## src/hw/tafq_params.svh

```systemverilog
// Constants for the temperature alert fault queue controller
`ifndef TAFQ_PARAMS_SVH
`define TAFQ_PARAMS_SVH
`define TAFQ_CLK_HZ 50000000
`define TAFQ_POR_DELAY_US 2000
`define TAFQ_CONV9_MS 30
`define TAFQ_CONV10_MS 60
`define TAFQ_CONV11_MS 120
`define TAFQ_CONV12_MS 240
`define TAFQ_ADDR_TEMP 12'h000
`define TAFQ_ADDR_CFG 12'h004
`define TAFQ_ADDR_HYST 12'h008
`define TAFQ_ADDR_LIMIT 12'h00c
`define TAFQ_ADDR_PTR 12'h010
`define TAFQ_ADDR_STAT 12'h014
`define TAFQ_ADDR_MASK 12'h018
`define TAFQ_RST_TEMP 16'h0000
`define TAFQ_RST_LIMIT 16'ha000
`define TAFQ_RST_HYST 16'h9600
`define TAFQ_RST_PTR 8'h00
`define TAFQ_RST_CFG 8'h00
`define TAFQ_CFG_SHDN 0
`define TAFQ_CFG_INTMODE 1
`define TAFQ_CFG_POL 2
`define TAFQ_CFG_FQ_LO 3
`define TAFQ_CFG_FQ_HI 4
`define TAFQ_CFG_RES_LO 5
`define TAFQ_CFG_RES_HI 6
`define TAFQ_CFG_ONESHOT 7
`define TAFQ_LIMIT_MASK 16'hff80
`define TAFQ_ST_CONV 0
`define TAFQ_ST_ALERT 1
`define TAFQ_ST_CLEAR 2
`endif

```

## src/hw/tafq_pkg.sv

```systemverilog
// Types for the temperature alert fault queue controller
`default_nettype none
package tafq_pkg;
    typedef enum logic [1:0] {TAFQ_WAIT_POR, TAFQ_IDLE, TAFQ_CONVERT} tafq_phase_t;
    typedef struct packed {
        logic [2:0] count;
        logic hot;
        logic fire;
        logic clear;
    } tafq_queue_t;
endpackage
`default_nettype wire

```

## src/hw/tafq_ctrl.sv

```systemverilog
// Conversion sequencing, alert qualification and APB register file
`timescale 1ns/1ps
`default_nettype none
`include "tafq_params.svh"
// Contract
// [RULE1] Alert only after queue-length consecutive over-limit results
// [RULE2] Config bits 4:3 select fault queue length
// [RULE3] Same queue length applies below hysteresis
// [RULE4] Config bits 6:5 select 9 to 12 bit resolution
// [RULE5] Conversion lasts 30/60/120/240 ms per resolution
// [RULE6] Power-on reset restores all register defaults
// [RULE7] Defaults: temp 0, limit a000, hysteresis 9600
// [RULE8] Zero config: continuous, comparator, active-low, queue one
// [RULE9] Wait 2 ms before first conversion
// [RULE10] Temperature reads zero until first conversion ends
// [RULE11] Host uses active-low polarity when wire-ORed
// [RULE12] Config bit 1 mode, bit 2 polarity
// [RULE13] Comparator alert holds until below hysteresis
// [RULE14] Interrupt alert cleared by any register read
// [RULE15] Shutdown stops conversions, clears interrupt alert
// [RULE16] Queue codes 00/01/10/11 mean 1/2/4/6
// [RULE17] Queue run restarts on miss or config rewrite; code restarts only on a config write that changes bits 4:1
module tafq_ctrl
    import tafq_pkg::*;
#(
    parameter int PorCycles = (`TAFQ_POR_DELAY_US * (`TAFQ_CLK_HZ / 1000000)),
    parameter int ConvUnitCycles = (`TAFQ_CONV9_MS * (`TAFQ_CLK_HZ / 1000))
)
(
    input wire logic ref_clk,
    input wire logic rst,
    input wire logic clkEn,
    input wire logic psel,
    input wire logic penable,
    input wire logic pwrite,
    input wire logic [11:0] paddr,
    input wire logic [31:0] pwdata,
    output logic [31:0] prdata,
    output logic pready,
    output logic pslverr,
    input wire logic [15:0] adcSample,
    output logic alertOut,
    output logic alertOe,
    output logic irq
);
    // Conversion length is the 9-bit time doubled per extra resolution bit
    localparam int Conv10Cycles = ConvUnitCycles * (`TAFQ_CONV10_MS / `TAFQ_CONV9_MS);
    localparam int Conv11Cycles = ConvUnitCycles * (`TAFQ_CONV11_MS / `TAFQ_CONV9_MS);
    localparam int Conv12Cycles = ConvUnitCycles * (`TAFQ_CONV12_MS / `TAFQ_CONV9_MS);

    typedef struct packed {
        tafq_phase_t phase;
        logic [23:0] timer;
        logic [15:0] temp;
        logic [15:0] limit;
        logic [15:0] hyst;
        logic [7:0] ptr;
        logic [7:0] cfg;
        logic [2:0] status;
        logic [2:0] mask;
        logic alertActive;
        logic convDone;
        logic restart;
        logic [31:0] rdata;
        logic ready;
        logic err;
        logic alertPin;
        logic alertEn;
        logic irq;
    } tafq_ctrl_state_t;

    tafq_ctrl_state_t st_r;
    tafq_ctrl_state_t st_nxt;

    // Sample bus is asynchronous to ref_clk: two flops before any use
    logic [15:0] sampleMeta_r;
    logic [15:0] sampleSync_r;
    always_ff @(posedge ref_clk or posedge rst)
    begin
        if (rst)
        begin
            sampleMeta_r <= 16'h0000;
            sampleSync_r <= 16'h0000;
        end
        else if (clkEn)
        begin
            sampleMeta_r <= adcSample;
            sampleSync_r <= sampleMeta_r;
        end
    end

    // Conversion time for a resolution code
    function automatic logic [23:0] convCycles(input logic [1:0] res);
        case (res)
            2'h0: convCycles = 24'(ConvUnitCycles);
            2'h1: convCycles = 24'(Conv10Cycles);
            2'h2: convCycles = 24'(Conv11Cycles);
            default: convCycles = 24'(Conv12Cycles);
        endcase
    endfunction

    // Keep only the bits the selected resolution resolves
    function automatic logic [15:0] quantize(input logic [15:0] s, input logic [1:0] res);
        case (res)
            2'h0: quantize = s & 16'hff80;
            2'h1: quantize = s & 16'hffc0;
            2'h2: quantize = s & 16'hffe0;
            default: quantize = s & 16'hfff0;
        endcase
    endfunction

    logic hotState;
    logic fireHot;
    logic fireCool;

    tafq_fault_queue u_queue (
        .ref_clk(ref_clk),
        .rst(rst),
        .clkEn(clkEn),
        .restart(st_r.restart),
        .convDone(st_r.convDone),
        .sample(st_r.temp),
        .limitHigh(st_r.limit),
        .limitLow(st_r.hyst),
        .queueSel(st_r.cfg[`TAFQ_CFG_FQ_HI:`TAFQ_CFG_FQ_LO]), // see [RULE2] see [RULE16]
        .hotState(hotState),
        .fireHot(fireHot),
        .fireCool(fireCool)
    );

    logic access;
    logic rdAcc;
    logic wrAcc;
    logic shutdown;
    logic intMode;
    assign access = psel & penable & ~st_r.ready;
    assign rdAcc = access & ~pwrite;
    assign wrAcc = access & pwrite;
    assign shutdown = st_r.cfg[`TAFQ_CFG_SHDN];
    assign intMode = st_r.cfg[`TAFQ_CFG_INTMODE]; // see [RULE12]

    always_comb
    begin
        st_nxt = st_r;
        st_nxt.convDone = 1'b0;
        st_nxt.restart = 1'b0;
        st_nxt.ready = 1'b0;
        st_nxt.err = 1'b0;
        st_nxt.rdata = 32'h00000000;

        // Sequencer: power-up wait, then conversions unless shut down
        case (st_r.phase)
            TAFQ_WAIT_POR:
            begin
                if (st_r.timer >= 24'(PorCycles - 1)) // see [RULE9]
                begin
                    st_nxt.phase = TAFQ_CONVERT;
                    st_nxt.timer = 24'h000000;
                end
                else
                    st_nxt.timer = st_r.timer + 24'h000001;
            end
            TAFQ_IDLE:
            begin
                st_nxt.timer = 24'h000000;
                if (!shutdown || st_r.cfg[`TAFQ_CFG_ONESHOT])
                    st_nxt.phase = TAFQ_CONVERT;
            end
            TAFQ_CONVERT:
            begin
                if (st_r.timer >= convCycles(st_r.cfg[`TAFQ_CFG_RES_HI:`TAFQ_CFG_RES_LO]) - 24'h000001) // see [RULE5]
                begin
                    // First valid result lands here only after a full period
                    st_nxt.temp = quantize(sampleSync_r, st_r.cfg[`TAFQ_CFG_RES_HI:`TAFQ_CFG_RES_LO]); // see [RULE4] see [RULE10]
                    st_nxt.convDone = 1'b1;
                    st_nxt.timer = 24'h000000;
                    st_nxt.status[`TAFQ_ST_CONV] = 1'b1;
                    st_nxt.cfg[`TAFQ_CFG_ONESHOT] = 1'b0;
                    if (shutdown)
                        st_nxt.phase = TAFQ_IDLE; // see [RULE15]
                end
                else if (shutdown && !st_r.cfg[`TAFQ_CFG_ONESHOT])
                    st_nxt.phase = TAFQ_IDLE; // see [RULE15]
                else
                    st_nxt.timer = st_r.timer + 24'h000001;
            end
            default:
                st_nxt.phase = TAFQ_WAIT_POR;
        endcase

        // Register access: one wait state, answer in the following cycle
        if (access)
        begin
            st_nxt.ready = 1'b1;
            if (paddr == `TAFQ_ADDR_TEMP)
            begin
                st_nxt.rdata = {16'h0000, st_r.temp};
            end
            else if (paddr == `TAFQ_ADDR_CFG)
            begin
                st_nxt.rdata = {24'h000000, st_r.cfg};
                if (pwrite)
                begin
                    st_nxt.cfg = pwdata[7:0];
                    // One-shot only honoured from shutdown
                    if (!st_r.cfg[`TAFQ_CFG_SHDN])
                        st_nxt.cfg[`TAFQ_CFG_ONESHOT] = 1'b0;
                    if (pwdata[`TAFQ_CFG_FQ_HI:`TAFQ_CFG_INTMODE] != st_r.cfg[`TAFQ_CFG_FQ_HI:`TAFQ_CFG_INTMODE])
                        st_nxt.restart = 1'b1; // see [RULE17]
                end
            end
            else if (paddr == `TAFQ_ADDR_HYST)
            begin
                st_nxt.rdata = {16'h0000, st_r.hyst};
                if (pwrite)
                    st_nxt.hyst = pwdata[15:0] & `TAFQ_LIMIT_MASK;
            end
            else if (paddr == `TAFQ_ADDR_LIMIT)
            begin
                st_nxt.rdata = {16'h0000, st_r.limit};
                if (pwrite)
                    st_nxt.limit = pwdata[15:0] & `TAFQ_LIMIT_MASK;
            end
            else if (paddr == `TAFQ_ADDR_PTR)
            begin
                st_nxt.rdata = {24'h000000, st_r.ptr};
                if (pwrite)
                    st_nxt.ptr = pwdata[7:0];
            end
            else if (paddr == `TAFQ_ADDR_STAT)
            begin
                st_nxt.rdata = {29'h00000000, st_r.status};
                if (!pwrite)
                    st_nxt.status = 3'h0;
            end
            else if (paddr == `TAFQ_ADDR_MASK)
            begin
                st_nxt.rdata = {29'h00000000, st_r.mask};
                if (pwrite)
                    st_nxt.mask = pwdata[2:0];
            end
            else
                st_nxt.err = 1'b1;
        end

        // Alert qualification per mode
        if (intMode)
        begin
            if (rdAcc)
                st_nxt.alertActive = 1'b0; // see [RULE14]
            if (wrAcc && paddr == `TAFQ_ADDR_CFG && pwdata[`TAFQ_CFG_SHDN])
                st_nxt.alertActive = 1'b0; // see [RULE15]
            // A fresh event beats a same-cycle acknowledge
            if (fireHot || fireCool)
                st_nxt.alertActive = 1'b1; // see [RULE1] see [RULE3]
        end
        else
        begin
            st_nxt.alertActive = hotState; // see [RULE13]
        end

        // Sticky events; set beats the clearing read
        if (fireHot)
            st_nxt.status[`TAFQ_ST_ALERT] = 1'b1;
        if (fireCool)
            st_nxt.status[`TAFQ_ST_CLEAR] = 1'b1;
        if (st_nxt.convDone)
            st_nxt.status[`TAFQ_ST_CONV] = 1'b1;

        // Open-drain style pin when active-low: drive only when the level is low; active-high always drives
        st_nxt.alertPin = st_nxt.alertActive ~^ st_nxt.cfg[`TAFQ_CFG_POL]; // see [RULE12]
        st_nxt.alertEn = ~st_nxt.alertPin | st_nxt.cfg[`TAFQ_CFG_POL];
        st_nxt.irq = |(st_nxt.status & st_nxt.mask);
    end

    // Async reset stands in for the power-on reset
    always_ff @(posedge ref_clk or posedge rst)
    begin
        if (rst)
        begin
            st_r <= '0;
            st_r.phase <= TAFQ_WAIT_POR;
            st_r.temp <= `TAFQ_RST_TEMP; // see [RULE6] see [RULE7]
            st_r.limit <= `TAFQ_RST_LIMIT;
            st_r.hyst <= `TAFQ_RST_HYST;
            st_r.ptr <= `TAFQ_RST_PTR;
            st_r.cfg <= `TAFQ_RST_CFG; // see [RULE8]
            st_r.alertPin <= 1'b1;
            st_r.alertEn <= 1'b0;
        end
        else if (clkEn)
            st_r <= st_nxt;
    end

    assign prdata = st_r.rdata;
    assign pready = st_r.ready;
    assign pslverr = st_r.err;
    assign alertOut = st_r.alertPin;
    assign alertOe = st_r.alertEn;
    assign irq = st_r.irq;
endmodule // tafq_ctrl
`default_nettype wire

```

## src/hw/tafq_fault_queue.sv

```systemverilog
// Consecutive-conversion fault queue for both crossing directions
`timescale 1ns/1ps
`default_nettype none
`include "tafq_params.svh"
module tafq_fault_queue
    import tafq_pkg::*;
(
    input wire logic ref_clk,
    input wire logic rst,
    input wire logic clkEn,
    input wire logic restart,
    input wire logic convDone,
    input wire logic [15:0] sample,
    input wire logic [15:0] limitHigh,
    input wire logic [15:0] limitLow,
    input wire logic [1:0] queueSel,
    output logic hotState,
    output logic fireHot,
    output logic fireCool
);
    tafq_queue_t state_r;
    tafq_queue_t state_nxt;

    // Map field code to required run length
    function automatic logic [2:0] queueLen(input logic [1:0] sel);
        case (sel)
            2'h0: queueLen = 3'h1;
            2'h1: queueLen = 3'h2;
            2'h2: queueLen = 3'h4;
            default: queueLen = 3'h6;
        endcase
    endfunction

    // Signed compare on the nine significant bits only
    logic over;
    logic under;
    assign over = $signed(sample & `TAFQ_LIMIT_MASK) > $signed(limitHigh & `TAFQ_LIMIT_MASK);
    assign under = $signed(sample & `TAFQ_LIMIT_MASK) < $signed(limitLow & `TAFQ_LIMIT_MASK);

    // Count runs of the pending crossing; a miss restarts the run
    always_comb
    begin
        state_nxt = state_r;
        state_nxt.fire = 1'b0;
        state_nxt.clear = 1'b0;
        if (restart)
        begin
            state_nxt.count = 3'h0; // see [RULE17]
        end
        else if (convDone)
        begin
            if (state_r.hot ? under : over)
            begin
                if (state_r.count + 3'h1 >= queueLen(queueSel)) // see [RULE1] see [RULE3]
                begin
                    state_nxt.count = 3'h0;
                    state_nxt.hot = ~state_r.hot;
                    state_nxt.fire = ~state_r.hot;
                    state_nxt.clear = state_r.hot;
                end
                else
                begin
                    state_nxt.count = state_r.count + 3'h1;
                end
            end
            else
            begin
                state_nxt.count = 3'h0; // see [RULE17]
            end
        end
    end

    always_ff @(posedge ref_clk or posedge rst)
    begin
        if (rst)
            state_r <= '0;
        else if (clkEn)
            state_r <= state_nxt;
    end

    assign hotState = state_r.hot;
    assign fireHot = state_r.fire;
    assign fireCool = state_r.clear;
endmodule // tafq_fault_queue
`default_nettype wire

```

## config.mk

```make
export PLATFORM = sky130hd
export DESIGN_NAME = tafq_ctrl
export DESIGN_NICKNAME = d
export VERILOG_FILES = /design/src/hw/tafq_pkg.sv /design/src/hw/tafq_ctrl.sv /design/src/hw/tafq_fault_queue.sv
export VERILOG_INCLUDE_DIRS = /design/src /design/src/hw
export SDC_FILE = /design/constraint.sdc
export NUM_CORES = 1
export LEC_CHECK = 0
export ABC_AREA = 0
export BUFFER_PORTS_ARGS = -buffer_cell sky130_fd_sc_hd__buf_4
export CAP_MARGIN = 20
export CELL_PAD_IN_SITES_DETAIL_PLACEMENT = 0
export CELL_PAD_IN_SITES_GLOBAL_PLACEMENT = 1
export CORE_MARGIN = 1.5
export CORE_UTILIZATION = 45
export DETAILED_ROUTE_END_ITERATION = 10
export PLACE_DENSITY_LB_ADDON = 0.1
export SYNTH_ARGS = -nofsm -noshare
export SYNTH_HDL_FRONTEND = slang
export SYNTH_SLANG_ARGS = --single-unit
```

## constraint.sdc

```tcl
create_clock -name ref_clk -period 9.39 [get_ports ref_clk]
set_input_delay 0.939 -clock ref_clk [delete_from_list [all_inputs] [get_ports ref_clk]]
set_output_delay 0.939 -clock ref_clk [all_outputs]
set_load 0.05 [all_outputs]
```

Yosys cells after proc, flatten, opt, wreduce, memory -nomap -nowiden:

Index checks and enable logic that the tools add are counted.

* add/sub/neg operators: 3
* reduce and logical (&&, ||, !) cells: 23
* $lt $le $gt $ge: 5
* equality and inequality tests: 18
* multiplexer cells: 70
* bitwise gates (word level): 16

Operators with widths (count)
* 24-bit case mux with 3 select lines: 2
* 24-bit two-way mux: 3
* 16-bit two-way mux: 4
* 3-bit two-way mux: 15
* 12-bit by 5-bit equality test with 1-bit output (second input constant): 3
* 35-bit two-way mux: 1
* 6-bit two-way mux: 5
* 14-bit two-way mux: 2
* 1-bit two-way mux: 26
* 26-bit two-way mux: 1
* 24-bit by 1-bit adder with 24-bit output (second input constant): 1
* 12-bit by 4-bit equality test with 1-bit output (second input constant): 2
* 24-bit by 17-bit greater-or-equal comparator with 1-bit output (second input constant): 1
* 24-bit greater-or-equal comparator: 1
* 8-bit two-way mux: 3
* 24-bit by 1-bit subtractor with 24-bit output (second input constant): 1
* 7-bit case mux with 3 select lines: 1
* 16-bit greater-than comparator: 1
* 16-bit less-than comparator: 1
* 5-bit AND reduction: 3
* 12-bit by 3-bit equality test with 1-bit output (second input constant): 1
* 12-bit zero test: 1
* 2-bit two-way mux: 5
* 3-bit != test (second input constant): 3
* other kinds (25): 48

* register bits: 160
* input port bits: 66
* logic and storage cells: 160
* output and inout port bits: 37

Depth between registers and ports, before layout:

Gate-level depths: netlist of run 1.

* word-level depth: 18
* mapped depth: 15
* mapped depth without buffers: 13

Cells and area by module:

A second synthesis of run 1 with hierarchy kept.

* cells, all modules: 721
* area total of the unflattened synthesis: 7667.4 um^2

By module, submodules not included
* tafq_ctrl: instances 1, cells an instance 611, sequential area each 3161.8 um^2, area an instance 6800.3 um^2
* tafq_fault_queue: instances 1, cells an instance 110, sequential area each 150.1 um^2, area an instance 867.1 um^2

Least setup slack after synthesis of run 1:

OpenSTA, ideal clock, no wires.

* kind: reg-to-reg
* start point: reg st_r[51] in the netlist's numbering
* end point: reg st_r[115] in the netlist's numbering
* setup time: 121 ps
* path buffers: 2
* arrival: 2887 ps
* cell stages (with the launch flop): 13
* required time: 9269 ps
* clock period less this slack: 3008 ps
* path slack: 6382 ps
* cell sequence: dfrtp_1 inv_1 ha_1 inv_1 ha_1 nand4_1 or4_1 o211ai_4 o311a_1 buf_4 buf_4 o21ai_0 a22o_1

* cells in the longest elaborated chain, start to end: 7
* elaborated cells on any way between the ends: 11
* those cells by class: add/sub: 1; order compare: 1; eq/ne: 3; mux: 4; reduce/logical: 2

RTL lines
* start: declaration: RTL line tafq_ctrl.sv:72 `tafq_ctrl_state_t st_r;`
* start signal: assignment: RTL line tafq_ctrl.sv:292 `st_r <= st_nxt;`
* 2-bit equality test, or another cell as far along: RTL line tafq_ctrl.sv:94 `case (res)`
* 24-bit case mux with 3 select lines *: RTL line tafq_ctrl.sv:94
* 24-bit two-way mux *: RTL line tafq_ctrl.sv:152 `case (st_r.phase)`
* 24-bit by 1-bit subtractor with 24-bit output *: RTL line tafq_ctrl.sv:171 `` if (st_r.timer >= convCycles(st_r.cfg[`TAFQ_CFG_RES_HI:`TAFQ_CFG_RES_LO]) - 24'h000001) ``
* 24-bit greater-or-equal comparator *: RTL line tafq_ctrl.sv:171
* 3-bit != test (no source line) or 26-bit two-way mux (tied branches)
* 3-bit AND reduction (no source line) or 24-bit case mux with 3 select lines (tied branches)

Mark *: on every way between the ends. The rest lies on a longest branch, timed or not. The select of a mux whose other input is x is not followed.
A chain may end at the register's enable or synchronous reset.

Final worst setup path of run 1:

* start point: reg st_r[51] in the netlist's numbering
* end point: reg st_r[129] in the netlist's numbering

Same word-level chain as after synthesis.

==> out/results.md, run 1 <==
| Stage | Metric | Reported |
| --- | --- | --- |
| run status | Run status | complete, no violations |
| logic synthesis | Synthesized area per cell | 9.88 um^2 |
| placement | Port-buffer cells | 66 |
| setup path | Crit path capture type | flop |
| logic synthesis | Number of synthesized flops with an enable pin | 0 |
| setup path | Peak fanout along the critical path | 20 |
| layout | Sequential standard cell area | 0.00331 mm^2 |
| power | Leakage dissipation | 4.27 nW |
| floorplan | Top Ports | 103 |
| layout | Layout net count | 932 |
| floorplan | Die outline area | 0.0176 mm^2 |
| layout | Fraction of final layout cells with drive strength greater than 1 | 20.3% |
| run | Max Cap Violations | 0 |
| timing | Minimum clock period | 3.91 ns |
| logic synthesis | Area of the mapped netlist | 0.00757 mm^2 |
| global route | Number of global-route vias before repair | 5,555 |
| layout | Commonest non-fill, non-tap cell in the layout | sky130_fd_sc_hd__dfrtp_1 |
| floorplan | Core area | 0.0165 mm^2 |
| logic synthesis | Async set-reset flop share out of synthesis | 100% |
| clock tree | Number of H-tree levels | 4 |
| layout | End-of-flow core utilization | 53.0% |
| detailed routing | Final routed DRC violation total | 0 |
| timing | Worst slew margin | 22.9% |
| detailed routing | Antenna Violating Nets Remaining | 0 |
| logic synthesis | Yosys cell types | 62 |
| clock tree | Post-CTS setup buffer count | 0 |
| layout | Number of filler instances in the final layout | 1,523 |
| clock tree | Clock input transition at the sequential cells of the worst setup and hold paths | 0.06 ns |
| detailed routing | Via Count | 5,676 |
| placement | Setup WS pre-CTS | 5.42 ns |
| clock tree | Number of CTS-inserted buffers | 17 |
| layout | Diodes inserted | 0 |
| power | Power after layout | 1.50 mW |
| clock tree | CTS Hold Bufs | 0 |
| clock tree | Clock sinks | 132 |
| clock tree | Skew-Pair Late Insertion Delay | 0.42 ns |
| detailed routing | Detailed Routing Iterations Pass 1 | 5 |
| timing | Setup repair after global routing missed its margin | false |
| global route | First-pass GRT wire length | 28.7 mm |
| timing | Final count of pins violating max slew | 0 |
| clock tree | Count of instances resized after the clock tree is built | 0 |
| setup path | Required time at the endpoint of the critical path | 9.69 ns |
| placement | RD Place Congestion | 0.788 |
| timing | Achievable clock frequency | 0.256 GHz |
| logic synthesis | Number of warning messages in the yosys log | 0 |
| detailed routing | WL per Instance | 16.6 um |
| setup path | Startpoint of the worst setup timing path | st_r[51] |
| logic synthesis | Sequential fraction of the synthesis area | 43.7% |
| setup path | Source of the worst register-to-register timing path | st_r[51] |
| global route | Largest net degree at the start of global routing | 80 |
| setup path | Critical path arrival | 4.22 ns |
| global route | Antenna violations before repair | 0 |
| layout | Multi-input gate area in the final layout | 0.00373 mm^2 |
| clock tree | Number of buffers on the longest clock path | 2 |
| setup path | Type of origin of the critical path | flop |
| detailed routing | Routed WL | 17.3 mm |
| timing | Post-route setup TNS | 0 ns |
| setup path | WS Path Type | reg -> reg |
| setup path | Setup slack on the worst flop-to-flop path | 5.48 ns |
| global route | Total gr overflow | 0 |
| logic synthesis | #FFs+latches synth | 132 |
| logic synthesis | Synthesized instance count | 766 |
| timing | Slew at the pin closest to its max-slew limit | 1.15 ns |
| timing | Portion of the clock cycle consumed by the worst path in the final layout | 41.7% |
| clock tree | Clock Root Buffer | sky130_fd_sc_hd__clkbuf_16 |
| worst hold path | Worst Hold Path EP | st_r[99] |
| floorplan | Num rows | 47 |
| timing | Hold Vio Cnt, Final | 0 |
| timing | Final setup violating endpoints | 0 |
| floorplan | Height of the die | 133 um |
| clock tree | TritonCTS clock tree | done |
| layout | Commonest cells after routing, fill and taps aside | sky130_fd_sc_hd__dfrtp_1 (125), sky130_fd_sc_hd__buf_4 (69), sky130_fd_sc_hd__nand2_1 (68), sky130_fd_sc_hd__inv_1 (64), sky130_fd_sc_hd__o21ai_0 (62) |
| power | Worst ir drop on vdd | 0.120 mV |
| worst hold path | Hold_sp | st_r[99] |
| setup path | Endpoint of the most critical register-to-register path | st_r[129] |
| worst hold path | Hold depth | 2 |
| floorplan | Width of the die | 133 um |
| placement | Placed wire-length estimate | 12.4 mm |
| layout | Synth-to-Final Area Change | 15.6% |
| timing | Worst hold margin | 0.480 ns |
| floorplan | Initial standard-cell utilization of the core | 45.8% |
| timing | Worst Skew | 0.00747 ns |
| global route | Tot GR Track Use | 20.7% |
| logic synthesis | Top flip-flop cell by instance count after synthesis | sky130_fd_sc_hd__dfrtp_1 |
| detailed routing | Drt via density | 5.44 |
| setup path | Worst-case reg-to-reg path depth | 10 |
| worst hold path | HP Class | reg -> reg |
| timing | Final critical-path setup slack | 5.48 ns |
| detailed routing | Initial detailed-routing violation count | 280 |
| power | Total power density per cell area | 171 mW/mm^2 |
## power by group
group          switching (mW)  leakage [nW]  internal (mW)
Clock                   0.255         0.315          0.492
Combinational          0.0743          2.32         0.0524
Sequential             0.0262          1.63          0.596
Total                   0.356          4.27           1.14
## flip-flops by register name (all words and copies together), names as in the netlist, 3 cells and up
signal and count:
prdata 16, sampleSync_r 12, u_queue.state_r 3, sampleMeta_r 12, st_r 79
## worst max-delay path by stage
stage | end | slack, ns | cells past startpoint
finish | st_r[129] | 5.48 | 10
global route | st_r[129] | 5.09 | 10
CTS | st_r[129] | 5.42 | 10
detailed placement | st_r[129] | 5.42 | 10
global placement | st_r[117] | 5.56 | 10
floorplan | alertOe | 4.94 | 1
## cells by family after synthesis
kind of cell	after synthesis	synth area share [%]
other	1	0.0495
AO/OA/AOI/OAI	174	15.2
flip-flops	132	43.7
AND/OR/NAND/NOR	207	13.3
adder cells (fa/ha/maj)	54	8.92
multiplexers	71	10.4
buffers and inverters	122	7.85
XOR/XNOR	5	0.578
## worst max-delay path, stage by stage (launching register included)
cell                       delay (ns)
sky130_fd_sc_hd__dfrtp_1         0.48
sky130_fd_sc_hd__inv_1           0.20
sky130_fd_sc_hd__ha_1            0.34
sky130_fd_sc_hd__inv_1           0.08
sky130_fd_sc_hd__ha_1            0.32
sky130_fd_sc_hd__nand4_1         0.13
sky130_fd_sc_hd__or4_1           0.58
sky130_fd_sc_hd__o211ai_4        0.33
sky130_fd_sc_hd__o311a_1         0.70
sky130_fd_sc_hd__nand2b_1        0.25
sky130_fd_sc_hd__o311ai_0        0.38
## synthesized netlist by cell type (5+ instances only)
master | count | share of area (%)
sky130_fd_sc_hd__dfrtp_1 | 125 | 41
sky130_fd_sc_hd__nand2_1 | 68 | 3.4
sky130_fd_sc_hd__inv_1 | 65 | 3.2
sky130_fd_sc_hd__o21ai_0 | 62 | 4.1
sky130_fd_sc_hd__ha_1 | 54 | 8.9
sky130_fd_sc_hd__mux2_2 | 48 | 7.1
sky130_fd_sc_hd__nor2_1 | 43 | 2.1
sky130_fd_sc_hd__buf_4 | 35 | 3.5
sky130_fd_sc_hd__a21oi_1 | 26 | 1.7
sky130_fd_sc_hd__nand3_1 | 22 | 1.5
sky130_fd_sc_hd__a22o_1 | 21 | 2.4
sky130_fd_sc_hd__mux2i_1 | 20 | 2.6
sky130_fd_sc_hd__clkbuf_1 | 13 | 0.64
sky130_fd_sc_hd__o22ai_1 | 13 | 1.1
sky130_fd_sc_hd__nor2b_1 | 12 | 0.99
sky130_fd_sc_hd__nor3_1 | 12 | 0.79
sky130_fd_sc_hd__and3_1 | 11 | 0.91
sky130_fd_sc_hd__o21ai_1 | 11 | 0.73
sky130_fd_sc_hd__nand4_1 | 8 | 0.66
sky130_fd_sc_hd__nor4_1 | 8 | 0.66
sky130_fd_sc_hd__dfstp_2 | 7 | 2.4
sky130_fd_sc_hd__a21o_1 | 6 | 0.59
sky130_fd_sc_hd__nand2b_1 | 6 | 0.50
sky130_fd_sc_hd__buf_1 | 5 | 0.25
## layer usage
layer	GRT usage (%)	vias to the layer above	wire length [um]
met2	34.1	110	8340
met4	7.63	0	318
li1	-	2751	-
met1	27.2	2793	8060
met5	0	-	0
met3	3.72	22	606
## through the flow
stage	cell area, um^2	instances
after floorplan	7630	781
after global placement	8080	1012
after detailed placement	8080	1012
after CTS	8750	1043
after global routing	8750	1044
final	8750	1044
## cell type report
type,instances,area share [%]
Tap cell,220,3.14
Sequential cell,132,37.8
Multi-Input combinational cell,527,42.7
Inverter,65,2.84
Clock buffer,20,5.33
Timing Repair Buffer,69,5.92
Clock inverter,11,2.27
(Power assumes the default switching activity.)
==> run 2: changes to the inputs <==
- ABC_AREA: 0 -> 1
- CORE_UTILIZATION: 45 -> 39
- clock period: 9.39 -> 3.6 ns (I/O delays scaled with it)
==> run 2 against run 1 <==
Effect of this change:
- synthesized cell count is 51% higher
- wire length rose by 24%
- non-clock buffer count is 7 higher
- clock-buffer cell count shrank 2
- critical path depth up 2
- critical path type unchanged
- critical endpoint is now st_r[99]
- largest power group unchanged
==> out/results.md, run 2 <==
| Stage | Metric | Reported | Change |
| --- | --- | --- | --- |
| setup path | WS Path Type | reg -> reg |  |
| power | Leakage dissipation | 4.91 nW | +15% |
| placement | RD Place Congestion | 0.819 | +3.9% |
| power | Power after layout | 3.79 mW | +150% |
| floorplan | Num rows | 53 | +13% |
| layout | End-of-flow core utilization | 45.7% | -7.3 points |
| placement | Port-buffer cells | 66 | unchanged |
| logic synthesis | Number of synthesized flops with an enable pin | 0 | unchanged |
| timing | Achievable clock frequency | 0.333 GHz | +30% |
| clock tree | Post-CTS setup buffer count | 0 | unchanged |
| layout | Number of filler instances in the final layout | 2,187 | +44% |
| detailed routing | WL per Instance | 14.3 um | -14% |
| placement | Placed wire-length estimate | 15.8 mm | +28% |
| logic synthesis | #FFs+latches synth | 132 | unchanged |
| logic synthesis | Area of the mapped netlist | 0.00846 mm^2 | +12% |
| clock tree | Number of CTS-inserted buffers | 17 | unchanged |
| layout | Sequential standard cell area | 0.00331 mm^2 | unchanged |
| floorplan | Width of the die | 150 um | +13% |
| setup path | Required time at the endpoint of the critical path | 3.94 ns | -5.75 ns |
| global route | First-pass GRT wire length | 35.4 mm | +23% |
| setup path | Ordered list of cells on the worst path | inv_1 -> ha_1 -> o21ai_0 -> ha_1 -> nand2_1 -> nor2_1 -> nand2_1 -> nor2_1 -> nand2_1 -> nand3_2 -> nand3_2 -> o21ai_0 |  |
| run status | Run status | complete, no violations |  |
| clock tree | Count of instances resized after the clock tree is built | 0 | unchanged |
| floorplan | Height of the die | 150 um | +13% |
| clock tree | TritonCTS clock tree | done |  |
| setup path | Crit-path slowest cell | sky130_fd_sc_hd__dfrtp_1 |  |
| setup path | Critical path arrival | 3.34 ns | -0.88 ns |
| detailed routing | Detailed Routing Iterations Pass 1 | 5 | unchanged |
| logic synthesis | Most common library cells after synthesis | sky130_fd_sc_hd__nand2_1 (412), sky130_fd_sc_hd__inv_1 (127), sky130_fd_sc_hd__dfrtp_1 (125), sky130_fd_sc_hd__nor2_1 (98), sky130_fd_sc_hd__nand3_1 (61) |  |
| setup path | Buffers & Inverters on Critical Path | 1 | -1 |
| layout | Area of all placed cells without fillers | 0.00967 mm^2 | +10% |
| timing | Worst slew margin | 48.5% | +26 points |
| floorplan | Die outline area | 0.0226 mm^2 | +28% |
| worst hold path | HP Class | in -> reg |  |
| logic synthesis | Most instantiated library cell after synthesis | sky130_fd_sc_hd__nand2_1 |  |
| logic synthesis | Sequential fraction of the synthesis area | 39.1% | -4.6 points |
| detailed routing | Antenna Violating Nets Remaining | 0 | unchanged |
| timing | Final count of pins violating max slew | 0 | unchanged |
| logic synthesis | Number of warning messages in the yosys log | 0 | unchanged |
| power | Worst ir drop on vdd | 0.249 mV | +110% |
| detailed routing | Initial detailed-routing violation count | 399 | +43% |
| clock tree | Skew-Pair Late Insertion Delay | 0.43 ns | about the same |
| run | Max Cap Violations | 0 | unchanged |
| setup path | Peak fanout along the critical path | 26 | +30% |
| layout | Biggest register | st_r |  |
| timing | Post-route setup TNS | 0 ns | unchanged |
| timing | Slew at the pin closest to its max-slew limit | 0.770 ns | -0.377 ns |
| clock tree | Number of H-tree levels | 4 | unchanged |
| global route | Antenna violations before repair | 0 | unchanged |
| floorplan | Top Ports | 103 | unchanged |
| timing | Final critical-path setup slack | 0.596 ns | -4.88 ns |
| layout | Commonest non-fill, non-tap cell in the layout | sky130_fd_sc_hd__nand2_1 |  |
| global route | Largest net degree at the start of global routing | 78 | -2.5% |
| timing | Worst hold margin | 0.125 ns | -0.355 ns |
| global route | Number of global-route vias before repair | 6,852 | +23% |
| global route | Tot GR Track Use | 20.3% | -0.38 points |
| logic synthesis | Yosys cell types | 51 | -18% |
| logic synthesis | Synth top area cells | sky130_fd_sc_hd__dfrtp_1 (37%), sky130_fd_sc_hd__nand2_1 (18%), sky130_fd_sc_hd__ha_1 (8.0%) |  |
| logic synthesis | Synthesized instance count | 1,160 | +51% |
| placement | Placed cells | 1,465 | +45% |
| timing | Final setup violating endpoints | 0 | unchanged |
| setup path | Type of origin of the critical path | flop |  |
| timing | Setup repair after global routing missed its margin | false |  |
| power | Switching fraction of total power | 28.1% | +4.3 points |
| layout | Number of flip-flops under the largest register name | 79 | unchanged |
| layout | Number of standard cells in the final layout excluding fillers | 1,498 | +43% |
| logic synthesis | Async set-reset flop share out of synthesis | 100% | unchanged |
| logic synthesis | Largest area contributor in the synthesized netlist | sky130_fd_sc_hd__dfrtp_1 |  |
| setup path | Most frequent cell on the critical path | sky130_fd_sc_hd__nand2_1 |  |
| layout | Fraction of final layout cells with drive strength greater than 1 | 13.0% | -7.3 points |
| global route | Total gr overflow | 0 | unchanged |
| timing | Hold Vio Cnt, Final | 0 | unchanged |
| floorplan | Core area | 0.0212 mm^2 | +28% |
| timing | Portion of the clock cycle consumed by the worst path in the final layout | 83.4% | +42 points |
| clock tree | CTS Hold Bufs | 1 | +1 |
| layout | Synth-to-Final Area Change | 14.3% |  |
| logic synthesis | Top flip-flop cell by instance count after synthesis | sky130_fd_sc_hd__dfrtp_1 |  |
| setup path | Family with the most delay on the worst path | simple AND/OR/NAND/NOR gates |  |
| power | Total power density per cell area | 392 mW/mm^2 | +130% |
| power | Relative contribution of sequential cells to total power | 42.4% | +0.8 points |
| detailed routing | Final routed DRC violation total | 0 | unchanged |
| setup path | Delay contributed by the slowest stage of the critical path | 0.46 ns | -0.24 ns |
| detailed routing | Drt via density | 4.84 | -11% |
| clock tree | Clock sinks | 132 | unchanged |
| placement | Setup WS pre-CTS | 0.537 ns | -4.89 ns |
| logic synthesis | Synthesized area per cell | 7.29 um^2 | -26% |
| layout | Multi-input gate area in the final layout | 0.00433 mm^2 | +16% |
| layout | Diodes inserted | 0 | unchanged |
| clock tree | Clock input transition at the sequential cells of the worst setup and hold paths | 0.06 ns | about the same |
| floorplan | Initial standard-cell utilization of the core | 40.0% | -5.8 points |
| clock tree | Clock Root Buffer | sky130_fd_sc_hd__clkbuf_16 |  |
| timing | Minimum clock period | 3.00 ns | -0.909 ns |
| layout | Layout net count | 1,330 | +43% |
| detailed routing | Via Count | 7,252 | +28% |
| clock tree | Number of buffers on the longest clock path | 2 | unchanged |
| detailed routing | Routed WL | 21.5 mm | +24% |
| power | Net switching power | 1.06 mW | +200% |
| power | Comb power frac | 10.5% | +2.0 points |
| logic synthesis | Top cell type's share of synthesized area | 37.0% | -4.3 points |
| power | Clock share of power | 47.1% | -2.9 points |
| placement | Placed cell area | 0.00906 mm^2 | +12% |
| setup path | Crit path capture type | flop |  |
| power | Cell internal power dissipation | 2.72 mW | +140% |
| layout | Commonest cells after routing, fill and taps aside | sky130_fd_sc_hd__nand2_1 (412), sky130_fd_sc_hd__inv_1 (126), sky130_fd_sc_hd__dfrtp_1 (125), sky130_fd_sc_hd__nor2_1 (98), sky130_fd_sc_hd__buf_4 (74) |  |
| timing | Worst Skew | 0.0104 ns | +0.00289 ns |
[run 2: cell types whose count changed in the layout (fill, tap and decap cells not counted), moves of 12 or more]
cell and delta:
sky130_fd_sc_hd__nand2_1 +344, sky130_fd_sc_hd__mux2i_1 -20, sky130_fd_sc_hd__nor2_1 +55, sky130_fd_sc_hd__nand3_1 +39
sky130_fd_sc_hd__o22ai_1 -12, sky130_fd_sc_hd__inv_1 +62, sky130_fd_sc_hd__nand4_1 +12, sky130_fd_sc_hd__nor2b_1 -12
sky130_fd_sc_hd__o211ai_1 +15, sky130_fd_sc_hd__a22o_1 -20, sky130_fd_sc_hd__mux2_2 -48
[run 2: cell families after synthesis]
family | share of synthesized area (%)
and+or+nand+nor | 32.1
buffers and inverters | 10.3
AOI/OAI and AO/OA | 9.69
DFF | 39.1
adders and majority gates | 7.99
xor gates and xnor gates | 0.725
other | 0.0443
[run 2: layout make-up]
cell class,count,share of cell area [%]
Multi-Input combinational cell,850,44.8
Sequential cell,132,34.2
Timing Repair Buffer,76,6.05
Inverter,133,5.20
Clock buffer,18,4.44
Tap cell,275,3.56
Clock inverter,14,1.73
[run 2: power groups by stage]
stage	clock network, mW	registers, mW	logic [mW]
floorplan	0	1.63	0.280
global placement	0	1.63	0.401
detailed placement	0	1.63	0.405
CTS	1.83	1.61	0.406
global route	1.89	1.61	0.457
finish	1.78	1.61	0.399
[run 2: worst register-to-register path, cell delays in order, from the launching register on]
cell,delay (ns)
sky130_fd_sc_hd__dfrtp_1,0.46
sky130_fd_sc_hd__inv_1,0.27
sky130_fd_sc_hd__ha_1,0.35
sky130_fd_sc_hd__o21ai_0,0.16
sky130_fd_sc_hd__ha_1,0.30
sky130_fd_sc_hd__nand2_1,0.06
sky130_fd_sc_hd__nor2_1,0.14
sky130_fd_sc_hd__nand2_1,0.07
sky130_fd_sc_hd__nor2_1,0.08
sky130_fd_sc_hd__nand2_1,0.10
sky130_fd_sc_hd__nand3_2,0.19
sky130_fd_sc_hd__nand3_2,0.41
sky130_fd_sc_hd__o21ai_0,0.32
[run 2: layer usage]
metal,vias to the layer above,GRT usage (%),wire (um)
met2,133,30.0,9060
li1,3771,-,-
met1,3329,30.4,11300
met5,-,0,0
met4,0,5.88,238
met3,19,2.97,901
[run 2: path summary, 6_finish.rpt]
kind	from	slack [ns]	depth (start not counted)	endpoint
hold reg to reg	sampleMeta_r[10]	0.47	2	sampleMeta_r[10]
hold / removal	adcSample[10]	0.12	3	sampleMeta_r[10]
setup reg to reg	st_r[51]	0.60	12	st_r[99]
max in group asynchronous	rst	2.25	4	st_r[71]
setup / recovery	st_r[51]	0.60	12	st_r[99]
min in group asynchronous	rst	0.49	3	st_r[111]
==> run 3: changes to the inputs <==
- clock period: 3.6 -> 2.7 ns (I/O delays scaled with it)
==> run 3 against run 2 <==
Effect of this change:
- the flow now finishes with violations (negative setup slack)
- cell area rose by 5.0%
- sequential share of layout area decreased by 1.6 points
- first-iteration DRC count decreased by 22%
- worst hold slack lost 0.086 ns
- combinational power grew 40%
- fmax up 9.3%
- die area unchanged
- flip-flop and latch count stayed put
- global-route usage increased by 0.79 points
- critical path depth increased by 4
- sequential power is 34% higher
- critical endpoint is now st_r[131]
- final cell count up 1.9%
==> out/results.md, run 3 (synthesis gave the netlist of run 2 again) <==
| Stage | Metric | Reported | Change |
| --- | --- | --- | --- |
| run status | Run status | complete, but fails checks |  |
| run status | Failing checks | negative setup slack |  |
| setup path | Peak fanout along the critical path | 7 | -73% |
| timing | Achievable clock frequency | 0.364 GHz | +9.3% |
| timing | Final critical-path setup slack | -0.0473 ns | -0.644 ns |
| setup path | Critical path arrival | 3.06 ns | -0.28 ns |
| layout | Number of filler instances in the final layout | 2,179 | -0.37% |
| clock tree | Number of H-tree levels | 4 | unchanged |
| floorplan | Height of the die | 150 um | unchanged |
| floorplan | Die outline area | 0.0226 mm^2 | unchanged |
| setup path | WS Path Type | reg -> reg |  |
| layout | Biggest register | st_r |  |
| layout | Commonest non-fill, non-tap cell in the layout | sky130_fd_sc_hd__nand2_1 |  |
| floorplan | Width of the die | 150 um | unchanged |
| setup path | Type of origin of the critical path | flop |  |
| global route | Largest net degree at the start of global routing | 63 | -19% |
| detailed routing | Initial detailed-routing violation count | 313 | -22% |
| detailed routing | Routed WL | 22.3 mm | +4.0% |
| power | Worst ir drop on vdd | 0.397 mV | +59% |
| clock tree | Number of CTS-inserted buffers | 17 | unchanged |
| layout | Layout net count | 1,358 | +2.1% |
| layout | Number of flip-flops under the largest register name | 79 | unchanged |
| layout | Fraction of final layout cells with drive strength greater than 1 | 17.9% | +4.9 points |
| timing | Setup repair after global routing missed its margin | true |  |
| detailed routing | Via Count | 7,347 | +1.3% |
| worst hold path | Hold depth | 3 | unchanged |
| global route | Number of global-route vias before repair | 7,071 | +3.2% |
| power | Leakage dissipation | 5.15 nW | +4.9% |
| layout | Commonest cells after routing, fill and taps aside | sky130_fd_sc_hd__nand2_1 (387), sky130_fd_sc_hd__dfrtp_1 (125), sky130_fd_sc_hd__inv_1 (122), sky130_fd_sc_hd__nor2_1 (98), sky130_fd_sc_hd__buf_4 (93) |  |
| placement | Port-buffer cells | 66 | unchanged |
| setup path | Worst-case reg-to-reg path depth | 16 | +4 |
| detailed routing | Antenna Violating Nets Remaining | 0 | unchanged |
| global route | Antenna violations before repair | 0 | unchanged |
| floorplan | Core area | 0.0212 mm^2 | unchanged |
| power | Total power density per cell area | 506 mW/mm^2 | +29% |
| run | Max Cap Violations | 0 | unchanged |
| clock tree | Clock Root Buffer | sky130_fd_sc_hd__clkbuf_16 |  |
| global route | First-pass GRT wire length | 36.9 mm | +4.4% |
| timing | Worst Skew | 0.0148 ns | +0.00439 ns |
| layout | Diodes inserted | 0 | unchanged |
| clock tree | Skew-Pair Late Insertion Delay | 0.43 ns | about the same |
| timing | Worst hold margin | 0.0392 ns | -0.0857 ns |
| global route | Total gr overflow | 0 | unchanged |
| timing | Portion of the clock cycle consumed by the worst path in the final layout | 102% | +18 points |
| worst hold path | HP Class | in -> reg |  |
| placement | Placed wire-length estimate | 16.0 mm | +1.2% |
| clock tree | Number of buffers on the longest clock path | 2 | unchanged |
| floorplan | Top Ports | 103 | unchanged |
| setup path | Crit path capture type | flop |  |
| detailed routing | WL per Instance | 14.6 um | +2.1% |
| floorplan | Initial standard-cell utilization of the core | 40.0% | unchanged |
| layout | Synth-to-Final Area Change | 20.0% |  |
| detailed routing | Final routed DRC violation total | 0 | unchanged |
| clock tree | TritonCTS clock tree | done |  |
| setup path | Required time at the endpoint of the critical path | 3.02 ns | -0.92 ns |
| global route | Tot GR Track Use | 21.1% | +0.79 points |
| clock tree | Clock input transition at the sequential cells of the worst setup and hold paths | 0.07 ns | about the same |
| placement | RD Place Congestion | 0.786 | -4.0% |
| timing | Final count of pins violating max slew | 0 | unchanged |
| clock tree | Clock sinks | 132 | unchanged |
| placement | Placed cell area | 0.00924 mm^2 | +1.9% |
| timing | Final setup violating endpoints | 21 | +21 |
| timing | Minimum clock period | 2.75 ns | -0.256 ns |
| detailed routing | Drt via density | 4.81 | -0.55% |
| placement | Setup WS pre-CTS | 0.0101 ns | -0.527 ns |
| timing | Hold Vio Cnt, Final | 0 | unchanged |
| detailed routing | Detailed Routing Iterations Pass 1 | 5 | unchanged |
| floorplan | Num rows | 53 | unchanged |
| layout | Area of all placed cells without fillers | 0.0102 mm^2 | +5.0% |
## run 3: worst paths after layout
check                                  from          endpoint  slack [ns]
setup / recovery                   st_r[52]         st_r[131]       -0.05
hold / removal                adcSample[14]  sampleMeta_r[14]        0.04
setup reg to reg                   st_r[52]         st_r[131]       -0.05
hold reg to reg            sampleMeta_r[14]  sampleMeta_r[14]        0.47
max in group asynchronous               rst          alertOut        1.60
min in group asynchronous               rst         st_r[113]        0.40
## run 3: area by class of cell
class | count | area [um^2] | share of cell area [%]
clock buffer | 17 | 425 | 4.19
clock inverter | 15 | 188 | 1.85
inverter | 133 | 503 | 4.95
multi-input combinational | 850 | 4480 | 44.1
sequential | 132 | 3310 | 32.6
tap | 275 | 344 | 3.39
timing repair buffer | 104 | 901 | 8.87
## run 3: where the power goes
group / switching [mW] / internal [mW]
Clock: 1.03 / 1.40
Sequential: 0.0823 / 2.07
Combinational: 0.368 / 0.192
## run 3: what timing repair did
action / 4_1_cts / 5_1_grt
buffers inserted: 0 / 10
resized for setup: 0 / 51
hold buffers: 1 / 0
endpoints found under the setup margin: 0 / 42
endpoints found under the hold margin: 13 / 0
## run 3: routing by layer
metal | wire, um | part of all wire [%] | vias to the layer above | global-route usage [%]
met4 | 119 | 0.53 | 0 | 4.41
met3 | 783 | 3.5 | 7 | 3.42
met5 | 0 | 0 | - | 0
met1 | 11800 | 53 | 3383 | 31.9
met2 | 9610 | 43 | 128 | 31.3
li1 | - | - | 3829 | -
## run 3: worst max-delay path, cell delays in order (launching register included)
cell and delay (ns):
sky130_fd_sc_hd__dfrtp_1 0.39, sky130_fd_sc_hd__buf_4 0.14, sky130_fd_sc_hd__ha_4 0.15, sky130_fd_sc_hd__nand3_2 0.07, sky130_fd_sc_hd__o31ai_2 0.26, sky130_fd_sc_hd__ha_1 0.29, sky130_fd_sc_hd__nand2_2 0.09, sky130_fd_sc_hd__inv_2 0.03
sky130_fd_sc_hd__nand2_1 0.04, sky130_fd_sc_hd__nand2_1 0.04, sky130_fd_sc_hd__nand2_1 0.07, sky130_fd_sc_hd__nand2_2 0.07, sky130_fd_sc_hd__nand2_2 0.08, sky130_fd_sc_hd__nand4_1 0.20, sky130_fd_sc_hd__o21ai_4 0.39, sky130_fd_sc_hd__clkbuf_16 0.25
sky130_fd_sc_hd__o21ai_1 0.06
## run 3: through the flow
stage	total power [mW]	setup TNS [ns]	cells	util, %
detailed placement	2.73	0	1480	43.7
global route	5.38	-5.65	1526	48.0
floorplan	2.55	0	1175	-
CTS	5.19	0	1513	46.6
finish	5.14	-0.532	1526	48.0
global placement	2.72	0	1480	43.7
